<file path="config.mk">
export PLATFORM = sky130hd
export DESIGN_NAME = adcqs_seq
export DESIGN_NICKNAME = d
export VERILOG_FILES = /design/src/design/adcqs_pkg.sv /design/src/design/adcqs_ram.sv /design/src/design/adcqs_seq.sv /design/src/design/adcqs_trig.sv
export SDC_FILE = /design/constraint.sdc
export NUM_CORES = 1
export LEC_CHECK = 0
export ABC_CLOCK_PERIOD_IN_PS = 4110
export BUFFER_PORTS_ARGS = -buffer_cell sky130_fd_sc_hd__buf_4
export CORE_MARGIN = 2
export CORE_UTILIZATION = 47
export DETAILED_ROUTE_END_ITERATION = 8
export SLEW_MARGIN = 20
export SYNTH_ARGS = -nofsm -noshare
export SYNTH_HDL_FRONTEND = slang
export SYNTH_HIERARCHICAL = 1
export SYNTH_SLANG_ARGS = --single-unit
</file>
<file path="constraint.sdc">
create_clock -name ref_clk -period 4.11 [get_ports ref_clk]
set_input_delay 0.6165 -clock ref_clk [delete_from_list [all_inputs] [get_ports ref_clk]]
set_output_delay 0.6165 -clock ref_clk [all_outputs]
set_load 0.05 [all_outputs]
</file>
<file path="src/design/adcqs_pkg.sv">
package adcqs_pkg;
  // table geometry
  localparam int unsigned TBL_DEPTH = 64;
  localparam int unsigned IDX_W = 7;
  localparam int unsigned CHAN_W = 6;
  localparam logic [5:0] EOQ_CODE = 6'h3F;
  localparam logic [6:0] TBL_END = 7'h40;
  localparam logic [6:0] Q1_START = 7'h00;
  localparam logic [6:0] BQ2_RST = 7'h00;

  // queue operating mode field codes; every other code is reserved
  localparam logic [2:0] MODE_DIS = 3'h0;
  localparam logic [2:0] MODE_SW_SS = 3'h1;
  localparam logic [2:0] MODE_EXT_SS = 3'h2;
  localparam logic [2:0] MODE_TMR_SS = 3'h3;

  // interval timer: 128 converter clocks shifted left by the select, up to 128K
  localparam logic [16:0] TMR_BASE = 17'h00080;
  localparam logic [3:0] TMR_SEL_MAX = 4'hA;
  localparam logic [7:0] PRESC_RST = 8'h00;

  typedef enum logic [2:0] {
    QS_IDLE = 3'h0,
    QS_ACTIVE = 3'h1,
    QS_PAUSED = 3'h2,
    QS_SUSP = 3'h3,
    QS_PEND = 3'h4
  } adcqs_qstat_t;

  typedef enum logic [3:0] {
    F_IDLE = 4'h1,
    F_FETCH = 4'h2,
    F_READ = 4'h4,
    F_CONV = 4'h8
  } adcqs_fsm_t;

  typedef struct packed {
    logic pause;
    logic [5:0] chan;
  } adcqs_ccw_t;

  typedef struct packed {
    logic wr;
    logic [2:0] mode;
    logic sse;
    logic edge_fall;
  } adcqs_ctl_t;

  typedef struct packed {
    logic cf;
    logic pf;
    logic tor;
  } adcqs_flag_t;

  typedef struct packed {
    adcqs_qstat_t st;
    adcqs_flag_t flg;
    logic [2:0] mode;
    logic sse_rd;
    logic [6:0] ptr;
  } adcqs_stat_t;
endpackage

</file>
<file path="src/design/adcqs_ram.sv">
`timescale 1ns/10ps
module adcqs_ram #(
  parameter int unsigned DEPTH = 64,
  parameter int unsigned AW = 6,
  parameter int unsigned W = 7
) (
  // clock
  input wire logic clk,
  // write port
  input wire logic wr_en,
  input wire logic [AW-1:0] wr_addr,
  input wire logic [W-1:0] wr_data,
  // read port
  input wire logic rd_en,
  input wire logic [AW-1:0] rd_addr,
  output logic [W-1:0] rd_data
);
  logic [W-1:0] mem [DEPTH];

  if (DEPTH > (1 << AW)) begin : g_depth_chk
    $error("adcqs_ram: depth exceeds address range");
  end

  always_ff @(posedge clk) begin
    if (wr_en) begin
      mem[wr_addr] <= wr_data;
    end
  end

  always_ff @(posedge clk) begin
    if (rd_en) begin
      rd_data <= mem[rd_addr];
    end
  end
endmodule

</file>
<file path="src/design/adcqs_seq.sv">
`timescale 1ns/10ps
module adcqs_seq (
  // clock and reset
  input wire logic ref_clk,
  input wire logic rstn,
  // queue control and flag clearing, index 0 is queue 1
  input wire adcqs_pkg::adcqs_ctl_t [1:0] q_ctl,
  input wire adcqs_pkg::adcqs_flag_t [1:0] q_clr,
  input wire logic [6:0] queue2_start_pointer,
  input wire logic [7:0] presc,
  input wire logic [3:0] tmr_sel,
  // trigger pins
  input wire logic [1:0] ext_trig_pin,
  // host access to the command table
  input wire logic host_wr,
  input wire logic host_rd,
  input wire logic [5:0] host_addr,
  input wire adcqs_pkg::adcqs_ccw_t host_wdata,
  output adcqs_pkg::adcqs_ccw_t host_rdata,
  output logic host_ack_r,
  output logic presc_safe_r,
  // converter core
  input wire logic conv_done,
  output logic conv_start_r,
  output logic conv_abort_r,
  output logic conv_q_r,
  output logic [5:0] conv_chan_r,
  // status readback
  output adcqs_pkg::adcqs_stat_t [1:0] q_stat_r
);
  adcqs_pkg::adcqs_fsm_t fsm_r;
  adcqs_pkg::adcqs_fsm_t fsm_nxt;
  adcqs_pkg::adcqs_qstat_t st_r [2];
  adcqs_pkg::adcqs_qstat_t st_nxt [2];
  adcqs_pkg::adcqs_flag_t flg_r [2];
  adcqs_pkg::adcqs_flag_t flg_nxt [2];
  adcqs_pkg::adcqs_ccw_t ram_q;
  logic [2:0] mode_r [2];
  logic [6:0] ptr_r [2];
  logic [6:0] ptr_nxt [2];
  logic [1:0] sse_r;
  logic [1:0] sse_nxt;
  logic [1:0] mode_chg;
  logic [1:0] vmode;
  logic [1:0] trg;
  logic [1:0] start;
  logic [1:0] busy;
  logic [1:0] ovr;
  logic [1:0] fin;
  logic [1:0] pse;
  logic [1:0] adv;
  logic [1:0] pf_set;
  logic [1:0] resume;
  logic [1:0] ext_edge;
  logic tmr_exp;
  logic tmr_arm;
  logic cur_q_r;
  logic cur_q_nxt;
  logic look_r;
  logic pbit_r;
  logic [6:0] cur_idx;
  logic beyond;
  logic rd_eoq;
  logic susp2;
  logic abort_cur;
  logic pick1;
  logic pick2;
  logic fin_any;
  logic pse_any;
  logic go_conv;
  logic done_any;
  logic fetch_rd;
  logic host_go;
  logic ram_rd;
  logic [5:0] ram_ra;
  logic both_dis;

  adcqs_trig #(
    .NQ(2)
  ) u_trig (
    .ref_clk(ref_clk),
    .rstn(rstn),
    .ext_pin(ext_trig_pin),
    .edge_fall({q_ctl[1].edge_fall, q_ctl[0].edge_fall}),
    .tmr_arm(tmr_arm),
    .presc(presc),
    .tmr_sel(tmr_sel),
    .ext_edge_r(ext_edge),
    .tmr_exp_r(tmr_exp)
  );

  adcqs_ram #(
    .DEPTH(adcqs_pkg::TBL_DEPTH),
    .AW(6),
    .W($bits(adcqs_pkg::adcqs_ccw_t))
  ) u_ram (
    .clk(ref_clk),
    .wr_en(host_wr),
    .wr_addr(host_addr),
    .wr_data(host_wdata),
    .rd_en(ram_rd),
    .rd_addr(ram_ra),
    .rd_data(ram_q)
  );

  // host wait
  // sequencer fetch owns the read port; with both queues disabled it fetches only when a queue was disabled in the cycle the idle sequencer picked it
  assign fetch_rd = (fsm_r == adcqs_pkg::F_FETCH) && !beyond && !abort_cur;
  assign host_go = host_rd && !fetch_rd && !host_ack_r;
  assign ram_rd = fetch_rd || host_go;
  assign ram_ra = fetch_rd ? cur_idx[5:0] : host_addr;
  assign host_rdata = ram_q;
  assign both_dis = (mode_r[0] == adcqs_pkg::MODE_DIS) && (mode_r[1] == adcqs_pkg::MODE_DIS);
  assign tmr_arm = (mode_r[0] == adcqs_pkg::MODE_TMR_SS && sse_r[0])
                || (mode_r[1] == adcqs_pkg::MODE_TMR_SS && sse_r[1]);

  assign susp2 = start[0] && (st_r[1] == adcqs_pkg::QS_ACTIVE);
  assign abort_cur = (fsm_r != adcqs_pkg::F_IDLE)
                  && (cur_q_r ? (mode_chg[1] || susp2) : mode_chg[0]);

  assign cur_idx = ptr_r[cur_q_r];
  assign beyond = (cur_idx >= adcqs_pkg::TBL_END);
  assign rd_eoq = (ram_q.chan == adcqs_pkg::EOQ_CODE)
               || (!cur_q_r && (cur_idx == queue2_start_pointer));

  assign fin_any = !abort_cur && (((fsm_r == adcqs_pkg::F_FETCH) && beyond)
                || ((fsm_r == adcqs_pkg::F_READ) && rd_eoq));
  assign pse_any = !abort_cur && (fsm_r == adcqs_pkg::F_READ) && !rd_eoq && look_r;
  assign go_conv = !abort_cur && (fsm_r == adcqs_pkg::F_READ) && !rd_eoq && !look_r;
  assign done_any = !abort_cur && (fsm_r == adcqs_pkg::F_CONV) && conv_done;

  assign pick1 = (st_r[0] == adcqs_pkg::QS_ACTIVE);
  assign pick2 = !pick1 && !start[0] && busy[1];

  always_comb begin
    fsm_nxt = fsm_r;
    cur_q_nxt = cur_q_r;
    case (fsm_r)
      adcqs_pkg::F_IDLE: begin
        if (pick1) begin
          fsm_nxt = adcqs_pkg::F_FETCH;
          cur_q_nxt = 1'b0;
        end else if (pick2) begin
          fsm_nxt = adcqs_pkg::F_FETCH;
          cur_q_nxt = 1'b1;
        end
      end
      adcqs_pkg::F_FETCH: fsm_nxt = beyond ? adcqs_pkg::F_IDLE : adcqs_pkg::F_READ;
      adcqs_pkg::F_READ: fsm_nxt = go_conv ? adcqs_pkg::F_CONV : adcqs_pkg::F_IDLE;
      adcqs_pkg::F_CONV: fsm_nxt = conv_done ? adcqs_pkg::F_FETCH : adcqs_pkg::F_CONV;
      default: fsm_nxt = adcqs_pkg::F_IDLE;
    endcase
    if (abort_cur) begin
      fsm_nxt = adcqs_pkg::F_IDLE;
    end
  end

  always_ff @(posedge ref_clk) begin
    if (!rstn) begin
      fsm_r <= adcqs_pkg::F_IDLE;
      cur_q_r <= 1'b0;
      look_r <= 1'b0;
      pbit_r <= 1'b0;
    end else begin
      fsm_r <= fsm_nxt;
      cur_q_r <= cur_q_nxt;
      look_r <= done_any ? pbit_r
              : ((fsm_r == adcqs_pkg::F_READ) || (fsm_nxt == adcqs_pkg::F_IDLE)) ? 1'b0
              : look_r;
      pbit_r <= go_conv ? ram_q.pause : pbit_r;
    end
  end

  always_ff @(posedge ref_clk) begin
    if (!rstn) begin
      conv_start_r <= 1'b0;
      conv_abort_r <= 1'b0;
      conv_q_r <= 1'b0;
      conv_chan_r <= 6'h00;
      host_ack_r <= 1'b0;
      presc_safe_r <= 1'b1;
    end else begin
      conv_start_r <= go_conv;
      conv_abort_r <= abort_cur && (fsm_r == adcqs_pkg::F_CONV);
      conv_q_r <= go_conv ? cur_q_r : conv_q_r;
      conv_chan_r <= go_conv ? ram_q.chan : conv_chan_r;
      host_ack_r <= host_go;
      presc_safe_r <= both_dis;
    end
  end

  for (genvar q = 0; q < 2; q++) begin : g_q
    logic sse_load;
    logic sw_trig;
    logic [6:0] start_idx;

    assign start_idx = (q == 0) ? adcqs_pkg::Q1_START : queue2_start_pointer;
    assign fin[q] = fin_any && (cur_q_r == 1'(q));
    assign pse[q] = pse_any && (cur_q_r == 1'(q));
    assign adv[q] = done_any && (cur_q_r == 1'(q));
    assign pf_set[q] = adv[q] && pbit_r;
    assign resume[q] = (q == 1) && (fsm_r == adcqs_pkg::F_IDLE) && pick2;

    assign mode_chg[q] = q_ctl[q].wr && (q_ctl[q].mode != mode_r[q]);
    assign vmode[q] = (mode_r[q] == adcqs_pkg::MODE_SW_SS)
                   || (mode_r[q] == adcqs_pkg::MODE_EXT_SS)
                   || (mode_r[q] == adcqs_pkg::MODE_TMR_SS);
    assign sse_load = q_ctl[q].wr && !mode_chg[q] && (st_r[q] == adcqs_pkg::QS_IDLE)
                   && q_ctl[q].sse;
    assign sw_trig = (mode_r[q] == adcqs_pkg::MODE_SW_SS)
                  && ((st_r[q] == adcqs_pkg::QS_IDLE) || (st_r[q] == adcqs_pkg::QS_PAUSED));
    assign trg[q] = vmode[q] && sse_r[q] && !mode_chg[q]
                 && (sw_trig
                 || ((mode_r[q] == adcqs_pkg::MODE_EXT_SS) && ext_edge[q])
                 || ((mode_r[q] == adcqs_pkg::MODE_TMR_SS) && tmr_exp));
    assign busy[q] = (st_r[q] == adcqs_pkg::QS_ACTIVE) || (st_r[q] == adcqs_pkg::QS_PEND)
                  || (st_r[q] == adcqs_pkg::QS_SUSP);
    assign start[q] = trg[q] && !busy[q];
    assign ovr[q] = trg[q] && busy[q] && (mode_r[q] != adcqs_pkg::MODE_SW_SS);

    assign sse_nxt[q] = mode_chg[q] ? q_ctl[q].sse
                      : fin[q] ? 1'b0
                      : sse_load ? 1'b1
                      : sse_r[q];

    assign st_nxt[q] = mode_chg[q] ? adcqs_pkg::QS_IDLE
                     : fin[q] ? adcqs_pkg::QS_IDLE
                     : pse[q] ? adcqs_pkg::QS_PAUSED
                     : ((q == 1) && susp2) ? adcqs_pkg::QS_SUSP
                     : start[q] ? (((q == 1) && ((st_r[0] == adcqs_pkg::QS_ACTIVE) || start[0]))
                                  ? adcqs_pkg::QS_PEND : adcqs_pkg::QS_ACTIVE)
                     : resume[q] ? adcqs_pkg::QS_ACTIVE
                     : st_r[q];

    assign ptr_nxt[q] = (mode_chg[q] || (start[q] && (st_r[q] == adcqs_pkg::QS_IDLE)))
                      ? start_idx
                      : adv[q] ? ptr_r[q] + 7'h01
                      : ptr_r[q];

    assign flg_nxt[q] = (flg_r[q] & ~q_clr[q]) | {fin[q], pf_set[q], ovr[q]};

    always_ff @(posedge ref_clk) begin
      if (!rstn) begin
        mode_r[q] <= adcqs_pkg::MODE_DIS;
        sse_r[q] <= 1'b0;
        st_r[q] <= adcqs_pkg::QS_IDLE;
        ptr_r[q] <= adcqs_pkg::Q1_START;
        flg_r[q] <= '0;
        q_stat_r[q] <= '0;
      end else begin
        mode_r[q] <= q_ctl[q].wr ? q_ctl[q].mode : mode_r[q];
        sse_r[q] <= sse_nxt[q];
        st_r[q] <= st_nxt[q];
        ptr_r[q] <= ptr_nxt[q];
        flg_r[q] <= flg_nxt[q];
        q_stat_r[q] <= {st_nxt[q], flg_nxt[q], q_ctl[q].wr ? q_ctl[q].mode : mode_r[q],
                        1'b0, ptr_nxt[q]};
      end
    end
  end
endmodule

</file>
<file path="src/design/adcqs_trig.sv">
`timescale 1ns/10ps
module adcqs_trig #(
  parameter int unsigned NQ = 2
) (
  // clock and reset
  input wire logic ref_clk,
  input wire logic rstn,
  // external trigger pins and polarity
  input wire logic [NQ-1:0] ext_pin,
  input wire logic [NQ-1:0] edge_fall,
  // interval timer
  input wire logic tmr_arm,
  input wire logic [7:0] presc,
  input wire logic [3:0] tmr_sel,
  // trigger pulses
  output logic [NQ-1:0] ext_edge_r,
  output logic tmr_exp_r
);
  logic [7:0] div_r;
  logic converter_clock_en;
  logic [16:0] tcnt_r;
  logic [3:0] sel_c;
  logic [16:0] lim;

  assign converter_clock_en = (div_r == presc);
  assign sel_c = (tmr_sel > adcqs_pkg::TMR_SEL_MAX) ? adcqs_pkg::TMR_SEL_MAX : tmr_sel;
  assign lim = (adcqs_pkg::TMR_BASE << sel_c) - 17'h00001;

  always_ff @(posedge ref_clk) begin
    if (!rstn || converter_clock_en) begin
      div_r <= 8'h00;
    end else begin
      div_r <= div_r + 8'h01;
    end
  end

  // timer restarts whenever no queue is armed for it
  always_ff @(posedge ref_clk) begin
    if (!rstn || !tmr_arm) begin
      tcnt_r <= 17'h00000;
      tmr_exp_r <= 1'b0;
    end else begin
      tmr_exp_r <= converter_clock_en && (tcnt_r == lim);
      if (converter_clock_en) begin
        tcnt_r <= (tcnt_r == lim) ? 17'h00000 : tcnt_r + 17'h00001;
      end
    end
  end

  for (genvar q = 0; q < NQ; q++) begin : g_pin
    logic s1_r;
    logic s2_r;
    logic s3_r;
    logic edge_r;
    always_ff @(posedge ref_clk) begin
      if (!rstn) begin
        s1_r <= 1'b0;
        s2_r <= 1'b0;
        s3_r <= 1'b0;
        edge_r <= 1'b0;
      end else begin
        s1_r <= ext_pin[q];
        s2_r <= s1_r;
        s3_r <= s2_r;
        edge_r <= edge_fall[q] ? (s3_r && !s2_r) : (!s3_r && s2_r);
      end
    end
    // one process per bit keeps each flop single-driven
    assign ext_edge_r[q] = edge_r;
  end
endmodule

</file>
==> metrics.csv, run 1 <==
metric;value;unit
ys.warnings.count;6;
fin_util;0.549;
layout-drive-gt1-share;0.251;
drc;0;
synthFlopType;edfxtp_1;
routed_wl;54.2;mm
dpl.hpwl;35.5;mm
start_util;0.475;
grt_pass1_wl;81.9;mm
p_per_area;441;nW/µm²
dp_cells;2108;
grt_usage;0.221;
cp.buffers_inverters;2;
hold_viol;0;
postCtsSetupBuffers;0;
synth_xor_xnor_area_share;0.0209;
holdCritPathClass;input pin to register;
clk_latency;0.61;ns
synth_area_leader_cell;edfxtp_1;
dr.pass1.iters;5;
syn_inst;1394;
synth_area;22600;µm²
seq_area_frac_synth;0.681;
endpoint_kind;register;
synth_compound_area_frac;0.0572;
std_cell_rows;80;
dieHeight;223;µm
worstPathRequired;4.47;ns
rsz0062_at_grt;no;
top_usage_layer;met1;
synth_area_leaders;edfxtp_1 61%, mux4_2 11%, dfxtp_1 7.6%, nor2_1 2.4%, mux2i_1 1.4%;
status;completed;
path_class;register to register;
timing.final.crit_share;0.942;
gr-usage-met1;0.328;
crit_family;compound AO/OA/AOI/OAI gates;
ir_worst_vdd;0.000379;V
crit_path_cell_trace;xor2_1, o31a_1, a2111oi_2, o221ai_1, nand3_2, buf_4, mux2_4, buf_4, or3_1, o22ai_2, a211oi_1, a22o_1;
cts_buffer_depth;3;
max_freq;258;MHz
hold_buffers;0;
cts_tree;yes;
setup_viol;0;
path_clk_slew;0.06;ns
antenna_found_initial;1;
syn2layout_area_growth;15.5;%
finalCriticalPeriod;3.87;ns
relSlewSlack;0.390;
synth_simple_gate_area_share;0.0827;
first_global_vias;12900;
synthAdderAreaFrac;0.00277;
routedWlPerCell;24.5;µm
io_pins;109;
grt_max_degree;65;
postSynthAreaPerCell;16.2;µm²
report.power.total;11.5;mW
final_cells;2210;
cap_violations;0;
worstMarginPinSlew;0.911;ns
grt_util_met3;0.0440;
fin_skew;0.0261;ns
crit_slowest_cell;or3_1;
nets;1612;
die_w;223;µm
synth_mux_area_frac;0.131;
maxSlewViolCount;0;
synthArstFlopShare;0;
synth_enable_flop_cells;455;
overflow;0;
drtAntennaViolNets;0;
place_congestion;0.836;
synth_top_family_by_area;multiplexers;
setup.worst_path.start_class;register;
core;47500;µm²
met2_usage;0.326;
finalWorstSetupSlack;0.238;ns
yosysUniqueCellTypes;83;
critical_path.max_fanout;14;
cpMostUsedCell;buf_4;
cts.sinks;541;
via_per_inst;5.96;
drt_iter0_drc;1142;
cts-root-buf;clkbuf_16;
portBuffers;105;
p_leak;8.62;nW
vias;13200;
cts_buffers;55;
cts_htree_levels;2;
netlist.area_leader.share;0.605;
pre_cts_ws;-0.272;ns
die-area;49800;µm²
cpPeakStageDelay;0.50;ns
num_antenna_cells;0;
crit_arrival;4.23;ns
synth-seq-cells;541;
[flip-flops by register name (all words and copies together), names as in the netlist, 4 cells and up, named ones only]
register and count:
ptr_r 7, u_trig/tcnt_r 17, q_stat_r 20, flg_r 4, fsm_r 4, conv_chan_r 6
u_ram/mem 448, u_trig/div_r 8, u_ram/rd_data 7
[layout make-up]
type                       instances  area (µm²)
multi-input combinational        755        6720
clock buffer                      76        1510
timing repair buffer             175        1450
clock inverter                    26         160
sequential                       541       15400
fill                            3742       21500
inverter                          22        82.6
tap                              615         769
[cell usage in the layout (no fill, tap or decap), types with 12 or more instances in the layout]
cell / synthesis / final
a21oi_1: 29 / 29
buf_4: 11 / 164
clkbuf_1: 31 / 16
clkbuf_16: 0 / 56
clkinv_1: 1 / 14
dfxtp_1: 86 / 85
edfxtp_1: 455 / 455
inv_1: 21 / 21
mux2i_1: 31 / 30
mux4_2: 112 / 112
nand2_1: 44 / 44
nand2b_1: 17 / 17
nand3_1: 31 / 31
nand4_1: 25 / 25
nor2_1: 144 / 144
nor2b_1: 16 / 15
nor3_1: 13 / 13
o21ai_0: 28 / 28
o31ai_1: 12 / 12
xnor2_1: 23 / 23
xor2_1: 31 / 31
[layer usage]
| metal | up-vias | part of all wire |
|---|---|---|
| met5 | - | 0.00024 |
| met1 | 6734 | 0.45 |
| met3 | 119 | 0.072 |
| met4 | 2 | 0.033 |
| met2 | 510 | 0.44 |
| li1 | 5808 | - |
[final timing paths]
path,startpoint,cells past startpoint,endpoint,slack [ns]
worst max register to register,q_stat_r[10],12,u_ram/rd_data[1],0.24
worst max-delay path,q_stat_r[10],12,u_ram/rd_data[1],0.24
worst min register to register,u_trig/g_pin[1].s1_r,1,u_trig/g_pin[1].s2_r,0.43
worst min-delay path,ext_trig_pin[0],2,u_trig/g_pin[0].s1_r,0.24
[kinds of logic (layout without fill, tap and decap cells)]
logic type | Yosys count | count (layout)
buf+inv | 100 | 299
xor+xnor | 54 | 54
other cells | 1 | 3
mux | 154 | 154
fa+ha+maj | 5 | 5
simple gates | 363 | 363
flops | 541 | 541
compound gates | 176 | 176
[repair_timing]
action / CTS / global route
endpoints found under the hold margin: 0 / 0
setup endpoints to repair: 1 / 7
gates resized for setup: 2 / 6
[cells in the mapped netlist, types with 3 or more instances]
library cell  number
a21oi_1           29
nor4_1             5
and3b_1            3
a21boi_0           3
nand2_1           44
xnor2_1           23
inv_1             21
o221ai_1          11
nor2_1           144
and2_1            11
a32o_1             3
buf_2             24
o31ai_1           12
nand3_1           31
a2111oi_0          4
nand4_1           25
mux2i_1           31
mux2_2            11
mux4_2           112
or4b_1             4
o21a_1             3
ha_1               5
or3b_2             4
clkbuf_1          31
a211oi_1          11
a31oi_1            3
nor3b_1            4
dfxtp_1           86
o21ai_1            7
o21ai_0           28
buf_6             11
or3_1              4
a22oi_1            8
nand3b_1           8
a22o_1             5
and3_1            11
nor2b_1           16
buf_4             11
edfxtp_1         455
nand2b_1          17
o211a_1            3
o22ai_1           14
nor3_1            13
xor2_1            31
[metrics by stage]
stage / area (µm²) / TNS [ns] / hold slack [ns]
floorplan: 22600 / 0 / 0.412
global placement: 24400 / -1.03 / 0.420
detailed placement: 24400 / -1.01 / 0.425
CTS: 26100 / 0 / 0.208
global route: 26100 / 0 / 0.224
finish: 26100 / 0 / 0.242
[where the power goes]
| group | leakage, nW | switching [mW] | internal (mW) |
|---|---|---|---|
| registers | 4.80 | 0.0447 | 6.00 |
| clock network | 0.817 | 2.02 | 2.62 |
| logic | 3.00 | 0.484 | 0.315 |
| total | 8.62 | 2.55 | 8.94 |
Note: power is estimated with default switching activity, not from simulation.
==> inputs of run 2 (changes only) <==
Settings changed: ABC_CLOCK_PERIOD_IN_PS 4110 to 3650.
Clock period 4.11 ns to 3.65 ns, I/O delays scaled along.
==> metrics.csv, run 2 (synthesis gave the netlist of run 1 again) <==
metric;value;unit;change
std_cell_rows;80;;unchanged
antenna_found_initial;0;;was 1
syn2layout_area_growth;17.0;%;was 15.5%
finalCriticalPeriod;3.56;ns;was 3.87 ns
top_regs;u_ram/mem (448), q_stat_r (20), u_trig/tcnt_r (17);;unchanged
setup_viol;0;;unchanged
pre_cts_ws;-0.413;ns;was -0.272 ns
switchingPower;2.92;mW;was 2.55 mW
drtAntennaViolNets;0;;unchanged
status;completed;;unchanged
dp_cells;2132;;was 2,108
dieHeight;223;µm;unchanged
crit_arrival;4.02;ns;was 4.23 ns
cts_buffer_depth;3;;unchanged
top_register;u_ram/mem;;unchanged
overflow;0;;unchanged
drc;0;;unchanged
cap_violations;0;;unchanged
die-area;49800;µm²;unchanged
path_clk_slew;0.06;ns;about the same
p_leak;8.78;nW;was 8.62 nW
via_per_inst;5.93;;was 5.96
seq_power_share;0.517;;was 0.526
die_w;223;µm;unchanged
endpoint_kind;register;;unchanged
critical_path.max_fanout;13;;was 14
report.power.total;13.2;mW;was 11.5 mW
drt_iter0_drc;1467;;was 1,142
finalWorstSetupSlack;0.0940;ns;was 0.238 ns
ir_worst_vdd;0.000390;V;was 0.000379 V
cts-root-buf;clkbuf_16;;unchanged
cts_buffers;55;;unchanged
dpl.hpwl;35.9;mm;was 35.5 mm
clkPwrFrac;0.413;;was 0.404
hold_viol;0;;unchanged
p_int;10.3;mW;was 8.94 mW
final_cells;2236;;was 2,210
dr.pass1.iters;5;;unchanged
maxSlewViolCount;0;;unchanged
path_class;register to register;;unchanged
relSlewSlack;0.377;;was 0.390
fin_hold_ws;0.159;ns;was 0.242 ns
switching_share;0.222;;about the same
worstMarginPinSlew;0.931;ns;was 0.911 ns
worstPathRequired;4.12;ns;was 4.47 ns
fillers;3772;;was 3,742
core;47500;µm²;unchanged
portBuffers;105;;unchanged
start_util;0.475;;unchanged
routed_wl;55.0;mm;was 54.2 mm
p_per_area;499;nW/µm²;was 441 nW/µm²
cts_tree;yes;;unchanged
largest_register_ffs;448;;unchanged
vias;13300;;was 13,200
place_congestion;0.877;;was 0.836
io_pins;109;;unchanged
first_global_vias;13200;;was 12,900
grt_usage;0.222;;was 0.221
setup.worst_path.start_class;register;;unchanged
final_cell_mix;455 x edfxtp_1, 189 x buf_4, 144 x nor2_1;;was 455 x edfxtp_1, 164 x buf_4, 144 x nor2_1
nets;1639;;was 1,612
routedWlPerCell;24.6;µm;was 24.5 µm
p_comb_frac;0.070;;about the same
cts.sinks;541;;unchanged
cts_htree_levels;2;;unchanged
fin_skew;0.0163;ns;was 0.0261 ns
max_freq;281;MHz;was 258 MHz
clk_latency;0.61;ns;about the same
holdCritPathClass;input pin to register;;unchanged
timing.final.crit_share;0.974;;was 0.942
hold_buffers;0;;unchanged
final_common_cell;edfxtp_1;;unchanged
grt_pass1_wl;82.3;mm;was 81.9 mm
grt_max_degree;65;;unchanged
layout-drive-gt1-share;0.270;;was 0.251
-- run 2: cell types whose count changed in the layout (fill, tap and decap cells not counted), sizes merged --
cell / previous run / this run
buf: 175 / 201
clkbuf: 76 / 71
mux2: 11 / 12
diode: 0 / 1
bufinv: 1 / 4
-- run 2: area by class of cell --
type	count	area (µm²)	area share
flip-flops and latches	541	15400	0.583
diodes	1	2.50	0.0000947
multi-input cells	756	6790	0.257
well taps	615	769	0.0291
repair buffers	201	1650	0.0626
clock inverters	29	250	0.00947
inverters	22	82.6	0.00313
clock buffers	71	1480	0.0560
-- run 2: path summary, 6_finish.rpt --
kind	from	end	slack (ns)	cells after the start
worst max-delay path	q_stat_r[9]	u_ram/rd_data[3]	0.09	12
worst min-delay path	ext_trig_pin[0]	u_trig/g_pin[0].s1_r	0.16	2
worst max register to register	q_stat_r[9]	u_ram/rd_data[3]	0.09	12
worst min register to register	u_trig/g_pin[1].s1_r	u_trig/g_pin[1].s2_r	0.44	1
-- run 2: power groups by stage --
stage | registers [mW] | logic, mW | clock network [mW]
finish | 6.81 | 0.925 | 5.44
global route | 6.81 | 0.987 | 5.79
CTS | 6.81 | 0.921 | 5.55
detailed placement | 6.94 | 0.914 | 0
global placement | 6.94 | 0.903 | 0
floorplan | 6.99 | 0.455 | 0
-- run 2: what timing repair did --
item,CTS,global route
pin swaps,0,2
resized for setup,4,9
setup buffers,2,0
endpoints found under the setup margin,7,6
gates cloned,0,1
-- run 2: per-layer routing --
layer  wire [µm]  global-route usage
met5           0                   0
met2       25400               0.347
met1       24000               0.319
met4        1230              0.0617
met3        4350              0.0454
-- run 2: metrics by stage --
stage	TNS, ns	instance area [µm²]	util
2_1_floorplan	0	22700	-
3_3_place_gp	-2.65	24600	0.517
3_5_place_dp	-2.63	24600	0.517
4_1_cts	0	26300	0.554
5_1_grt	-0.0760	26400	0.556
6_report	0	26400	0.556
-- run 2: critical path, cell delays in order (launching register included) --
cell and delay [ns]:
dfxtp_2 0.35, xor2_1 0.16, o31a_1 0.35, buf_4 0.20, o221ai_4 0.23, nand3_4 0.17, buf_4 0.22, mux2_2 0.44
buf_4 0.23, nand2b_1 0.24, nor2_1 0.10, o31ai_2 0.49, a22o_1 0.23
